$ cat src/logic/nand_host_pkg.sv
// Package with command codes, address layout, geometry, timing and register map of the NAND host.
package nand_host_pkg;
    localparam logic [7:0] CMD_READ_FIRST  = 8'h00;
    localparam logic [7:0] CMD_READ_SECOND = 8'h01;
    localparam logic [7:0] CMD_READ_SPARE  = 8'h50;
    localparam logic [7:0] CMD_DATA_LOAD   = 8'h80;
    localparam logic [7:0] CMD_PROGRAM     = 8'h10;
    localparam logic [7:0] CMD_ERASE_SETUP = 8'h60;
    localparam logic [7:0] CMD_ERASE_START = 8'hd0;
    localparam logic [7:0] CMD_STATUS      = 8'h70;
    localparam logic [7:0] CMD_IDENT       = 8'h90;
    localparam logic [7:0] CMD_RESET       = 8'hff;

    // Page geometry for the 8-bit and 16-bit variants.
    localparam int PAGE_BYTES_X8   = 528;
    localparam int MAIN_BYTES_X8   = 512;
    localparam int SPARE_BYTES_X8  = 16;
    localparam int PAGE_WORDS_X16  = 264;
    localparam int MAIN_WORDS_X16  = 256;
    localparam int SPARE_WORDS_X16 = 8;
    localparam int PAGES_PER_BLOCK = 32;
    localparam int BLOCKS          = 1024;
    localparam int HALF_COLUMN     = 256;

    // Address cycle layout: column A0..A7, page A9..A23 with A9..A13 page-in-block, A14..A23 block.
    localparam int ADDR_CYCLES     = 3;
    localparam int PAGE_IN_BLK_W   = 5;
    localparam int BLOCK_W         = 10;
    localparam int PAGE_ADDR_W     = 15;

    // Strobe phase lengths in ns and in clock cycles at 125 MHz.
    localparam int CLK_PERIOD_NS   = 8;
    localparam int STROBE_LOW_NS   = 24;
    localparam int STROBE_HIGH_NS  = 24;
    localparam int LOW_CYCLES      = (STROBE_LOW_NS + CLK_PERIOD_NS - 1) / CLK_PERIOD_NS;
    localparam int HIGH_CYCLES     = (STROBE_HIGH_NS + CLK_PERIOD_NS - 1) / CLK_PERIOD_NS;

    // AXI4-Lite register offsets.
    localparam logic [4:0] REG_CTRL    = 5'h00;
    localparam logic [4:0] REG_ADDR    = 5'h04;
    localparam logic [4:0] REG_WDATA   = 5'h08;
    localparam logic [4:0] REG_RDATA   = 5'h0c;
    localparam logic [4:0] REG_STATUS  = 5'h10;

    // Control register fields.
    localparam int CTRL_CODE_LSB = 0;
    localparam int CTRL_KIND_LSB = 8;
    localparam int CTRL_WP_BIT   = 12;

    typedef enum logic [1:0] {KIND_CMD, KIND_ADDR, KIND_WDATA, KIND_RDATA} kind_t;
endpackage : nand_host_pkg

$ cat src/logic/strobe_if.sv
// Interface joining the cycle sequencer to the pin driver.
`timescale 1ns/100ps
`default_nettype none
interface strobe_if;
    logic                          start;
    nand_host_pkg::kind_t          kind;
    logic [15:0]                   wdata;
    logic                          done;
    logic [15:0]                   rdata;
    logic                          busy;
    modport seq (output start, output kind, output wdata, input done, input rdata, input busy);
    modport drv (input start, input kind, input wdata, output done, output rdata, output busy);
endinterface : strobe_if
`default_nettype wire

$ cat src/logic/nand_host.sv
// Host controller driving a small-page NAND flash through its strobes, set up by AXI4-Lite registers.
// What this block does
// - Three address cycles, top bit low
// - Upper byte low in address cycles
// - Latch lines classify each write cycle
// - Fixed command code set
// - Never send 01 to x16 variant
// - Commands on low byte, upper zero
// - Only status or reset while busy
//
// Local design decisions: the placing of the registers and the AXI4-Lite interface to the registers.
`timescale 1ns/100ps
`default_nettype none
module nand_host #(
    parameter int WIDE = 0
) (
    // Clock and reset
    input  wire logic        aclk,
    input  wire logic        aresetn,
    // AXI4-Lite write address and data
    input  wire logic [4:0]  s_axi_awaddr,
    input  wire logic        s_axi_awvalid,
    output logic             s_axi_awready,
    input  wire logic [31:0] s_axi_wdata,
    input  wire logic [3:0]  s_axi_wstrb,
    input  wire logic        s_axi_wvalid,
    output logic             s_axi_wready,
    // AXI4-Lite write response
    output logic [1:0]       s_axi_bresp,
    output logic             s_axi_bvalid,
    input  wire logic        s_axi_bready,
    // AXI4-Lite read
    input  wire logic [4:0]  s_axi_araddr,
    input  wire logic        s_axi_arvalid,
    output logic             s_axi_arready,
    output logic [31:0]      s_axi_rdata,
    output logic [1:0]       s_axi_rresp,
    output logic             s_axi_rvalid,
    input  wire logic        s_axi_rready,
    // Flash pins
    output logic             chip_select_n,
    output logic             cmd_latch,
    output logic             addr_latch,
    output logic             write_strobe_n,
    output logic             read_strobe_n,
    output logic             write_protect_n,
    output logic [15:0]      io_out,
    output logic             io_oe,
    input  wire logic [15:0] io_in,
    input  wire logic        ready_busy_n
);
    strobe_if sif ();

    logic [31:0] ctrl_reg;
    logic [31:0] addr_reg;
    logic [15:0] wdata_reg;
    logic        issue_reg;
    logic        refused_reg;
    logic        pend_reg;
    logic [1:0]  acnt_reg;
    logic        sent_reg;
    logic        dev_busy_reg;
    logic [7:0]  last_cmd_reg;

    logic        aw_take;
    logic        ar_take;
    logic [7:0]  code_w;
    nand_host_pkg::kind_t kind_w;
    logic        code_ok;
    logic        issue_ok;
    logic [31:0] rd_mux;
    logic        addr_hit;

    function automatic logic known_code(input logic [7:0] c);
        return c == nand_host_pkg::CMD_READ_FIRST  || c == nand_host_pkg::CMD_READ_SECOND ||
               c == nand_host_pkg::CMD_READ_SPARE  || c == nand_host_pkg::CMD_DATA_LOAD   ||
               c == nand_host_pkg::CMD_PROGRAM     || c == nand_host_pkg::CMD_ERASE_SETUP ||
               c == nand_host_pkg::CMD_ERASE_START || c == nand_host_pkg::CMD_STATUS      ||
               c == nand_host_pkg::CMD_IDENT       || c == nand_host_pkg::CMD_RESET;
    endfunction : known_code

    function automatic logic map_hit(input logic [4:0] a);
        return a == nand_host_pkg::REG_CTRL  || a == nand_host_pkg::REG_ADDR   ||
               a == nand_host_pkg::REG_WDATA || a == nand_host_pkg::REG_RDATA  ||
               a == nand_host_pkg::REG_STATUS;
    endfunction : map_hit

    assign code_w = ctrl_reg[nand_host_pkg::CTRL_CODE_LSB +: 8];
    assign kind_w = nand_host_pkg::kind_t'(ctrl_reg[nand_host_pkg::CTRL_KIND_LSB +: 2]);
    assign chip_select_n   = 1'b0;
    assign write_protect_n = ctrl_reg[nand_host_pkg::CTRL_WP_BIT];

    assign code_ok = known_code(code_w) && !(WIDE != 0 && code_w == nand_host_pkg::CMD_READ_SECOND) &&
                     (!(dev_busy_reg || !ready_busy_n) || code_w == nand_host_pkg::CMD_STATUS ||
                      code_w == nand_host_pkg::CMD_RESET);
    assign issue_ok = (kind_w != nand_host_pkg::KIND_CMD) || code_ok;

    // Both channels are taken together so a write never splits across two cycles.
    assign aw_take       = s_axi_awvalid && s_axi_wvalid && !s_axi_bvalid && !pend_reg;
    assign s_axi_awready = aw_take;
    assign s_axi_wready  = aw_take;
    assign ar_take       = s_axi_arvalid && !s_axi_rvalid;
    assign s_axi_arready = ar_take;
    assign addr_hit      = map_hit(s_axi_awaddr);

    assign rd_mux = (s_axi_araddr == nand_host_pkg::REG_CTRL)   ? ctrl_reg :
                    (s_axi_araddr == nand_host_pkg::REG_ADDR)   ? addr_reg :
                    (s_axi_araddr == nand_host_pkg::REG_WDATA)  ? {16'h0000, wdata_reg} :
                    (s_axi_araddr == nand_host_pkg::REG_RDATA)  ? {16'h0000, sif.rdata} :
                    (s_axi_araddr == nand_host_pkg::REG_STATUS) ?
                        {22'h0, last_cmd_reg, refused_reg, ready_busy_n} : 32'h0000_0000;

    // Issue a cycle to the driver; address cycles send the byte chosen by the cycle counter.
    // A refused request must never reach the pins, so the screening gates the start as well.
    assign sif.start = pend_reg && !sif.busy && !sent_reg && issue_ok;
    assign sif.kind  = kind_w;
    assign sif.wdata = (kind_w == nand_host_pkg::KIND_CMD)  ? {8'h00, code_w} :
                       (kind_w == nand_host_pkg::KIND_ADDR) ?
                           ((acnt_reg == 2'd0) ? {8'h00, addr_reg[7:0]} :
                            (acnt_reg == 2'd1) ? {8'h00, addr_reg[16:9]} :
                                                 {8'h00, 1'b0, addr_reg[23:17]}) : wdata_reg;

    always_ff @(posedge aclk) begin
        if (!aresetn) begin
            ctrl_reg    <= 32'h0000_0000;
            addr_reg    <= 32'h0000_0000;
            wdata_reg   <= 16'h0000;
            s_axi_bvalid <= 1'b0;
            s_axi_bresp  <= 2'b00;
        end else begin
            if (aw_take) begin
                s_axi_bvalid <= 1'b1;
                s_axi_bresp  <= addr_hit ? 2'b00 : 2'b10;
                if (s_axi_awaddr == nand_host_pkg::REG_CTRL)  ctrl_reg  <= s_axi_wdata;
                if (s_axi_awaddr == nand_host_pkg::REG_ADDR)  addr_reg  <= {8'h00, s_axi_wdata[23:0]};
                if (s_axi_awaddr == nand_host_pkg::REG_WDATA) wdata_reg <= s_axi_wdata[15:0];
            end else if (s_axi_bready) begin
                s_axi_bvalid <= 1'b0;
            end
        end
    end

    always_ff @(posedge aclk) begin
        if (!aresetn) begin
            s_axi_rvalid <= 1'b0;
            s_axi_rdata  <= 32'h0000_0000;
            s_axi_rresp  <= 2'b00;
        end else if (ar_take) begin
            s_axi_rvalid <= 1'b1;
            s_axi_rdata  <= rd_mux;
            s_axi_rresp  <= map_hit(s_axi_araddr) ? 2'b00 : 2'b10;
        end else if (s_axi_rready) begin
            s_axi_rvalid <= 1'b0;
        end
    end

    // A write to the control register with the go bit queues one cycle (or three for addresses).
    assign issue_reg = aw_take && s_axi_awaddr == nand_host_pkg::REG_CTRL && s_axi_wdata[31];

    always_ff @(posedge aclk) begin
        if (!aresetn) begin
            pend_reg     <= 1'b0;
            acnt_reg     <= 2'd0;
            sent_reg     <= 1'b0;
            refused_reg  <= 1'b0;
            dev_busy_reg <= 1'b0;
            last_cmd_reg <= 8'h00;
        end else begin
            if (issue_reg) begin
                refused_reg <= 1'b0;
                pend_reg    <= 1'b1;
                acnt_reg    <= 2'd0;
            end
            if (sif.start) sent_reg <= 1'b1;
            if (pend_reg && !sent_reg && !sif.busy && !issue_ok) begin
                pend_reg    <= 1'b0;
                refused_reg <= 1'b1;
            end
            if (sif.done) begin
                sent_reg <= 1'b0;
                if (kind_w == nand_host_pkg::KIND_CMD) begin
                    last_cmd_reg <= code_w;
                    dev_busy_reg <= code_w == nand_host_pkg::CMD_PROGRAM ||
                                    code_w == nand_host_pkg::CMD_ERASE_START;
                end
                if (kind_w == nand_host_pkg::KIND_ADDR &&
                    acnt_reg != 2'(nand_host_pkg::ADDR_CYCLES - 1)) begin
                    acnt_reg <= acnt_reg + 2'd1;
                end else begin
                    pend_reg <= 1'b0;
                end
            end else if (dev_busy_reg && ready_busy_n && !sif.busy) begin
                dev_busy_reg <= 1'b0;
            end
        end
    end

    strobe_driver #(.WIDE(WIDE)) u_drv (
        .aclk           (aclk),
        .aresetn        (aresetn),
        .sq             (sif.drv),
        .cmd_latch      (cmd_latch),
        .addr_latch     (addr_latch),
        .write_strobe_n (write_strobe_n),
        .read_strobe_n  (read_strobe_n),
        .io_out         (io_out),
        .io_oe          (io_oe),
        .io_in          (io_in)
    );
endmodule : nand_host
`default_nettype wire

$ cat src/logic/strobe_driver.sv
// Pin driver producing one framed command, address, write-data or read-data cycle.
`timescale 1ns/100ps
`default_nettype none
module strobe_driver #(
    parameter int WIDE = 0
) (
    // Clock and reset
    input  wire logic aclk,
    input  wire logic aresetn,
    // Sequencer side
    strobe_if.drv     sq,
    // Pins
    output logic        cmd_latch,
    output logic        addr_latch,
    output logic        write_strobe_n,
    output logic        read_strobe_n,
    output logic [15:0] io_out,
    output logic        io_oe,
    input  wire logic [15:0] io_in
);
    typedef enum {S_IDLE, S_LOW, S_HIGH} phase_t;
    phase_t     st_reg;
    logic [3:0] cnt_reg;
    nand_host_pkg::kind_t kind_reg;
    logic       rd_w;

    assign rd_w    = (kind_reg == nand_host_pkg::KIND_RDATA);
    assign sq.busy = (st_reg != S_IDLE);

    always_ff @(posedge aclk) begin
        sq.done <= 1'b0;
        if (!aresetn) begin
            st_reg         <= S_IDLE;
            cnt_reg        <= 4'h0;
            kind_reg       <= nand_host_pkg::KIND_CMD;
            cmd_latch      <= 1'b0;
            addr_latch     <= 1'b0;
            write_strobe_n <= 1'b1;
            read_strobe_n  <= 1'b1;
            io_out         <= 16'h0000;
            io_oe          <= 1'b0;
            sq.rdata       <= 16'h0000;
        end else begin
            unique case (st_reg)
                S_IDLE: if (sq.start) begin
                    kind_reg <= sq.kind;
                    cmd_latch  <= (sq.kind == nand_host_pkg::KIND_CMD);
                    addr_latch <= (sq.kind == nand_host_pkg::KIND_ADDR);
                    io_out <= (WIDE != 0 && sq.kind != nand_host_pkg::KIND_WDATA) ?
                              {8'h00, sq.wdata[7:0]} : sq.wdata;
                    io_oe  <= (sq.kind != nand_host_pkg::KIND_RDATA);
                    write_strobe_n <= (sq.kind == nand_host_pkg::KIND_RDATA);
                    read_strobe_n  <= (sq.kind != nand_host_pkg::KIND_RDATA);
                    cnt_reg <= 4'(nand_host_pkg::LOW_CYCLES - 1);
                    st_reg  <= S_LOW;
                end
                S_LOW: if (cnt_reg != 4'h0) begin
                    cnt_reg <= cnt_reg - 4'h1;
                end else begin
                    if (rd_w) sq.rdata <= WIDE != 0 ? io_in : {8'h00, io_in[7:0]};
                    write_strobe_n <= 1'b1;
                    read_strobe_n  <= 1'b1;
                    cnt_reg <= 4'(nand_host_pkg::HIGH_CYCLES - 1);
                    st_reg  <= S_HIGH;
                end
                S_HIGH: if (cnt_reg != 4'h0) begin
                    cnt_reg <= cnt_reg - 4'h1;
                end else begin
                    cmd_latch  <= 1'b0;
                    addr_latch <= 1'b0;
                    io_oe      <= 1'b0;
                    sq.done    <= 1'b1;
                    st_reg     <= S_IDLE;
                end
            endcase
        end
    end
endmodule : strobe_driver
`default_nettype wire

$ cat config.mk
export PLATFORM = sky130hd
export DESIGN_NAME = nand_host
export DESIGN_NICKNAME = d
export VERILOG_FILES = /design/src/logic/nand_host_pkg.sv /design/src/logic/strobe_if.sv /design/src/logic/nand_host.sv /design/src/logic/strobe_driver.sv
export SDC_FILE = /design/constraint.sdc
export NUM_CORES = 1
export LEC_CHECK = 0
export ABC_AREA = 1
export BUFFER_PORTS_ARGS = -buffer_cell sky130_fd_sc_hd__clkbuf_2
export CORE_ASPECT_RATIO = 2
export CORE_MARGIN = 4
export CORE_UTILIZATION = 40
export CTS_CLUSTER_DIAMETER = 120
export DETAILED_ROUTE_END_ITERATION = 8
export GPL_ROUTABILITY_DRIVEN = 0
export HOLD_SLACK_MARGIN = 0.15
export PLACE_DENSITY = 0.6
export RECOVER_POWER = 50
export SYNTH_ARGS = -nofsm -noshare
export SYNTH_HDL_FRONTEND = slang
export SYNTH_HIERARCHICAL = 1
export SYNTH_SLANG_ARGS = --single-unit
$ cat constraint.sdc
create_clock -name aclk -period 1.7 [get_ports aclk]
set_input_delay 0.17 -clock aclk [delete_from_list [all_inputs] [get_ports aclk]]
set_output_delay 0.17 -clock aclk [all_outputs]
set_load 0.1 [all_outputs]
# Yosys cells after proc, flatten, opt, wreduce, memory -nomap -nowiden

Cells that the tools add are included.

Register bits: 192
Input port bits: 70
Output and inout bits: 64
Word-level logic and storage cells: 180

$add $sub $neg: 2
Eq/ne operators: 30
Muxes and demuxes: 47
Bitwise logic cells: 2
Reductions and logical operators: 74

Operators with widths:

| kind                | count |
|---|---|
| $mux 32             | 4 |
| $pmux 32 s3         | 1 |
| $mux 16             | 3 |
| $eq 32x1->1 const B | 1 |
| $eq 32x2->1 const B | 1 |
| $eq 8x8->1 const B  | 4 |
| $logic_not 32->1    | 1 |
| $reduce_bool 32->1  | 1 |
| $eq 8x7->1 const B  | 3 |
| $mux 24             | 1 |
| $logic_or 1x1->1    | 22 |
| $eq 5x4->1 const B  | 4 |
| $mux 1              | 20 |
| $mux 10             | 2 |
| $logic_and 1x1->1   | 16 |
| $mux 8              | 2 |
| $reduce_and 2->1    | 8 |
| $reduce_bool 2->1   | 7 |
| $mux 4              | 3 |
| $ne 2x2->1 const B  | 6 |
| $pmux 4 s3          | 1 |
| $reduce_and 3->1    | 4 |
| $eq 5x3->1 const B  | 2 |
| $eq 5x5->1 const B  | 2 |
| other kinds (16)    | 36 |

# Depth between registers and ports, before layout

Depth in word-level cells: 17
Depth in mapped cells: 16
Depth with buffers taken out: 16

# Hierarchy

The synthesis kept the hierarchy.

By module, submodules not included:

| module        | times used | cells each | area each (sq um) | sequential area each (sq um) |
|---|---|---|---|---|
| nand_host     | 1          | 783        | 5562.8            | 2442.3 |
| strobe_driver | 1          | 221        | 1655.3            | 760.7 |

# Worst setup path after synthesis

OpenSTA, ideal clock, no wires.

Path kind: reg2reg
From: reg s_axi_rvalid
To: reg s_axi_rdata[24]
Library setup time: 0.172 ns
Data arrival time: 2.189 ns
Data required time: 1.528 ns
Slack: -0.662 ns
Stages on the path, launching flop included: 4
Buffers on the path: 1
Clock period less this slack: 2.362 ns
Path through: dfxtp_1 > nor2_2 > clkbuf_1 > a21oi_1

Word-level cells in the longest chain between the ends: 2

RTL lines:

| element                  | RTL line         | source |
|---|---|---|
| start: declaration       | nand_host.sv:38  | `output logic s_axi_rvalid,` |
| start signal: assignment | nand_host.sv:145 | `s_axi_rvalid <= 1'b0;` |
| start signal: assignment | nand_host.sv:149 | `s_axi_rvalid <= 1'b1;` |
| start signal: assignment | nand_host.sv:153 | `s_axi_rvalid <= 1'b0;` |
| $logic_not 1->1          | nand_host.sv:102 | `assign ar_take = s_axi_arvalid && !s_axi_rvalid;` |
| $logic_and 1x1->1        | nand_host.sv:102 |  |
| named net s_axi_arready  | nand_host.sv:35  | `output logic s_axi_arready,` |
| end signal: assignment   | nand_host.sv:150 | `s_axi_rdata <= rd_mux;` |
| end: declaration         | nand_host.sv:36  | `output logic [31:0] s_axi_rdata,` |

The timed path passes the listed nets, and every way through them passes these cells.
A chain may end at the register's enable or synchronous reset.

# Worst setup path after layout

From: reg ctrl_reg[3]
To: reg u_drv.cmd_latch

Word-level cells in the longest chain between the ends: 15
Elaborated cells on any way between the ends: 26
Those cells by class: eq/ne (10); reduce/logical (16)

RTL lines:

| element                                       | RTL line            | source |
|---|---|---|
| start: declaration                            | nand_host.sv:54     | `logic [31:0] ctrl_reg;` |
| start signal: assignment                      | nand_host.sv:134    | `if (s_axi_awaddr == nand_host_pkg::REG_CTRL) ctrl_reg <= s_axi_wdata;` |
| $eq 8x1->1 or $logic_not 8->1 (tied branches) | nand_host.sv:75     | `return c == nand_host_pkg::CMD_READ_FIRST \|\| c == nand_host_pkg::CMD_READ_SECOND \|\|` |
| $logic_or 1x1->1 (2 in series)                | nand_host.sv:75     |  |
| $logic_or 1x1->1 (2 in series)                | nand_host.sv:76     | `c == nand_host_pkg::CMD_READ_SPARE \|\| c == nand_host_pkg::CMD_DATA_LOAD \|\|` |
| $logic_or 1x1->1 (2 in series)                | nand_host.sv:77     | `c == nand_host_pkg::CMD_PROGRAM \|\| c == nand_host_pkg::CMD_ERASE_SETUP \|\|` |
| $logic_or 1x1->1 (2 in series)                | nand_host.sv:78     | `c == nand_host_pkg::CMD_ERASE_START \|\| c == nand_host_pkg::CMD_STATUS \|\|` |
| $logic_or 1x1->1                              | nand_host.sv:79     | `c == nand_host_pkg::CMD_IDENT \|\| c == nand_host_pkg::CMD_RESET;` |
| $logic_and 1x1->1 (*)                         | nand_host.sv:93     | `assign code_ok = known_code(code_w) && !(WIDE != 0 && code_w == nand_host_pkg::CMD_READ_SECOND) &&` |
| $logic_or 1x1->1 (*)                          | nand_host.sv:96     | `assign issue_ok = (kind_w != nand_host_pkg::KIND_CMD) \|\| code_ok;` |
| $logic_and 1x1->1 (*)                         | nand_host.sv:115    | `assign sif.start = pend_reg && !sif.busy && !sent_reg && issue_ok;` |
| named net sif.start                           | strobe_if.sv:5      | `logic start;` |
| $ne 2x2->1 (no line) (*)                      | -                   |  |
| $reduce_and 3->1 (no line) (*)                | -                   |  |
| end signal: assignment                        | strobe_driver.sv:47 | `cmd_latch <= (sq.kind == nand_host_pkg::KIND_CMD);` |
| end: declaration                              | strobe_driver.sv:13 | `output logic cmd_latch,` |

Mark *: on every way through the listed nets, which the timed path passes. The rest lies on a longest branch.

==> summary.md <==
| Metric | Value |
|---|---|
| Status | finished, violations left |
| Violated checks | negative setup slack |
| Number of cell rows | 69 |
| Core box area | 0.0178 mm² |
| Max_slew headroom | 62.5% |
| Worst R2R Path Depth | 15 |
| Setup clock skew after layout | 0.00936 ns |
| Root Buffer Master | clkbuf_16 |
| Worst Setup End Kind | register |
| Die Ht | 198 µm |
| Largest area contributor in the synthesized netlist | dfxtp_1 |
| XOR/XNOR Fraction of Synth Area | 0% |
| Routed length per instance | 15.1 µm |
| Most common cell after layout, fill and taps aside | dfxtp_1 |
| Initial DRC count | 368 |
| Cell area after synthesis | 0.00722 mm² |
| Share of layout cells above drive strength 1 | 22.2% |
| Simple-gate area share of the yosys netlist | 18.1% |
| Leak pwr | 4.00 nW |
| Synthesized area per cell | 7.19 µm² |
| VDD IR max | 0.684 mV |
| Boundary Pins | 134 |
| Half-perimeter wire length of the detailed placement result | 15800 µm |
| Source of the worst hold timing path | s_axi_awaddr[4] |
| Total via count in the routed design | 7124 |
| CTS tree | yes |
| Clock-pin slew on the worst setup and hold paths | 0.06 ns |
| Die outline width | 103 µm |
| Post-layout nets | 1274 |
| Via count of the first global-routing pass | 6755 |
| Fraction of post-synthesis cell area in the top cell type by area | 44.4% |
| Total placed instance area | 0.00834 mm² |
| Final setup viols | 5 |
| Min cycle time layout | 1.73 ns |
| Hold Crit Class | in -> reg |
| Number of max-cap violations | 0 |
| Proportion of synthesized area in mux cells | 0% |
| Worst slew pin tran | 0.566 ns |
| Synthesized-area fraction occupied by ao, oa, aoi and oai cells | 24.3% |
| Grt ovf | 0 |
| Post-Synth Adder-Cell Area | 1.39% |
| DRC violations left | 0 |
| Commonest cells after routing, fill and taps aside | dfxtp_1, a21oi_1, nor2_1, o21ai_0, inv_1 |
| Worst-case clock buffer depth | 2 |
| Setup TNS | -0.0480 ns |
| Depth of the worst hold-timing path | 5 |
| Total of buffers placed on input and output ports | 118 |
| Reg-to-reg slack, setup | -0.03 ns |
| Area contributors post-synth | dfxtp_1, o21ai_0, a21oi_1, nor2_1, inv_1 |
| Starting utilization of the core area | 40.6% |
| Worst r2r src | ctrl_reg[3] |
| Total clock buffers created by CTS | 17 |
| Minimum setup slack in the final design | -0.0266 ns |
| Overall power of the completed layout | 9.41 mW |
| Max Transition Viols Final | 0 |
| Type of element launching the critical path | register |
| Portion of the clock cycle consumed by the worst path in the final layout | 102% |
| Clk sink count | 160 |
| GR Util All Layers | 21.3% |
| Area of the die | 0.0204 mm² |
| Endpoint required time on the critical path | 2.01 ns |
| Maximum fanout along the worst path | 4 |
| Number of nets with antenna violations after detailed routing | 0 |
| Endpoint of the worst-slack reg-to-reg timing path | u_drv/cmd_latch |
| Antenna violations before repair | 0 |
| Area Growth Syn to Fin | 32.4% |
| Hold Path End | s_axi_bresp[1] |
| Number of synthesized register bits | 160 |
| Number of inserted diodes | 0 |
| Final hold violation count | 0 |
| Upper clock frequency limit | 579 MHz |
| Critical Path AT | 2.04 ns |
| Synthesis Warnings | 6 |
| Number of instances in the synthesized netlist | 1004 |
| Global-route wire length before repair | 33700 µm |
| Largest family of logic cells by synthesized area | compound AO/OA/AOI/OAI gates |
| Post-synth cell types | 37 |
| Level count of the clock H-tree | 4 |
| Part of the Yosys area used for sequential elements | 44.4% |
| Largest net degree at the start of global routing | 54 |
| Setup repair after global routing missed its margin | true |
| Final instance area | 0.00956 mm² |
| Total power per unit cell area | 985 mW/mm² |
| Worst setup path category | reg -> reg |
| Wirelength, routed | 21500 µm |
| Insertion delay to the later sink of the worst-skew pair | 0.43 ns |
| Detailed-routing iteration count for the pre-antenna-repair pass | 5 |
| Ratio of routed vias to standard cells | 5.01 |
synthesized netlist by cell type, drive strengths merged:
library cell,count
a31oi,2
o22ai,3
nand4,6
o31ai,1
nand3b,1
buf,30
o221ai,12
o21a,2
nor3,16
conb,2
ha,8
o211ai,4
o21ai,170
a211oi,2
nand2,111
dfxtp,160
clkinv,2
clkbuf,32
a21oi,135
nor4,1
o21bai,2
nand3,28
inv,133
a22oi,1
nor2,140
worst max-delay path: stages (launching register included):
cell	delay, ns
dfxtp_2	0.34
nor2_2	0.14
nand2_2	0.09
nor2_1	0.11
nand2_1	0.06
nand3_1	0.08
nand2_1	0.07
nand2_1	0.07
nand2_2	0.06
inv_2	0.07
buf_6	0.09
nand2_4	0.06
o21ai_2	0.07
nand2_2	0.09
a31oi_1	0.15
nor2_1	0.06
through the flow:
stage                     worst slack (ns)  instances  hold slack (ns)  util (%)
after CTS                          -0.0234       1420            0.167      53.1
after detailed placement            -0.126       1341            0.401      46.9
after global routing                -0.146       1422            0.219      53.7
after global placement             -0.0598       1341            0.398      46.9
after floorplan                    0.00904       1013            0.305         -
final                              -0.0266       1422            0.181      53.7
power by group:
part	internal, mW	switching [mW]	leakage, nW
sequential	3.85	0.0629	1.30
clock	2.38	1.51	0.276
combinational	0.484	1.12	2.43
timing repair:
item                       CTS  global route
pin swaps                    3            14
hold buffers                47             0
resized for setup           23            47
hold endpoints to repair    99             0
setup endpoints to repair   31            37
buffers inserted             0             2
metal layers:
layer | part of all wire [%] | track usage, % | wire length [µm] | up-vias
li1 | - | - | - | 3656
met1 | 39 | 23.2 | 8340 | 3260
met2 | 54 | 38.9 | 11600 | 165
met3 | 3.8 | 3.91 | 809 | 43
met4 | 3.5 | 9.22 | 744 | 0
met5 | 0 | 0 | 0 | -
how the worst max path moves through the flow:
stage	start	cells after the start	end	slack (ns)
finish	ctrl_reg[3]	15	u_drv/cmd_latch	-0.03
global route	ctrl_reg[3]	15	u_drv/cmd_latch	-0.15
global placement	ctrl_reg[6]	16	u_drv/cmd_latch	-0.06
CTS	pend_reg	5	s_axi_awready	-0.02
detailed placement	ctrl_reg[6]	16	u_drv/cnt_reg[2]	-0.13
floorplan	s_axi_bvalid	4	s_axi_wready	0.009
logic make-up after synthesis:
logic type,Yosys count
AND/OR/NAND/NOR,303
AO/OA/AOI/OAI,334
buffers and inverters,197
other,2
adder cells (fa/ha/maj),8
flip-flops,160
layout make-up:
class | instances | area (µm²)
multi-input cells | 656 | 3300
inverters | 135 | 518
clock inverters | 9 | 133
flip-flops and latches | 160 | 3220
well taps | 213 | 267
repair buffers | 226 | 1650
clock buffers | 23 | 468
fillers | 1809 | 8230
Note: power is estimated with default switching activity, not from simulation.
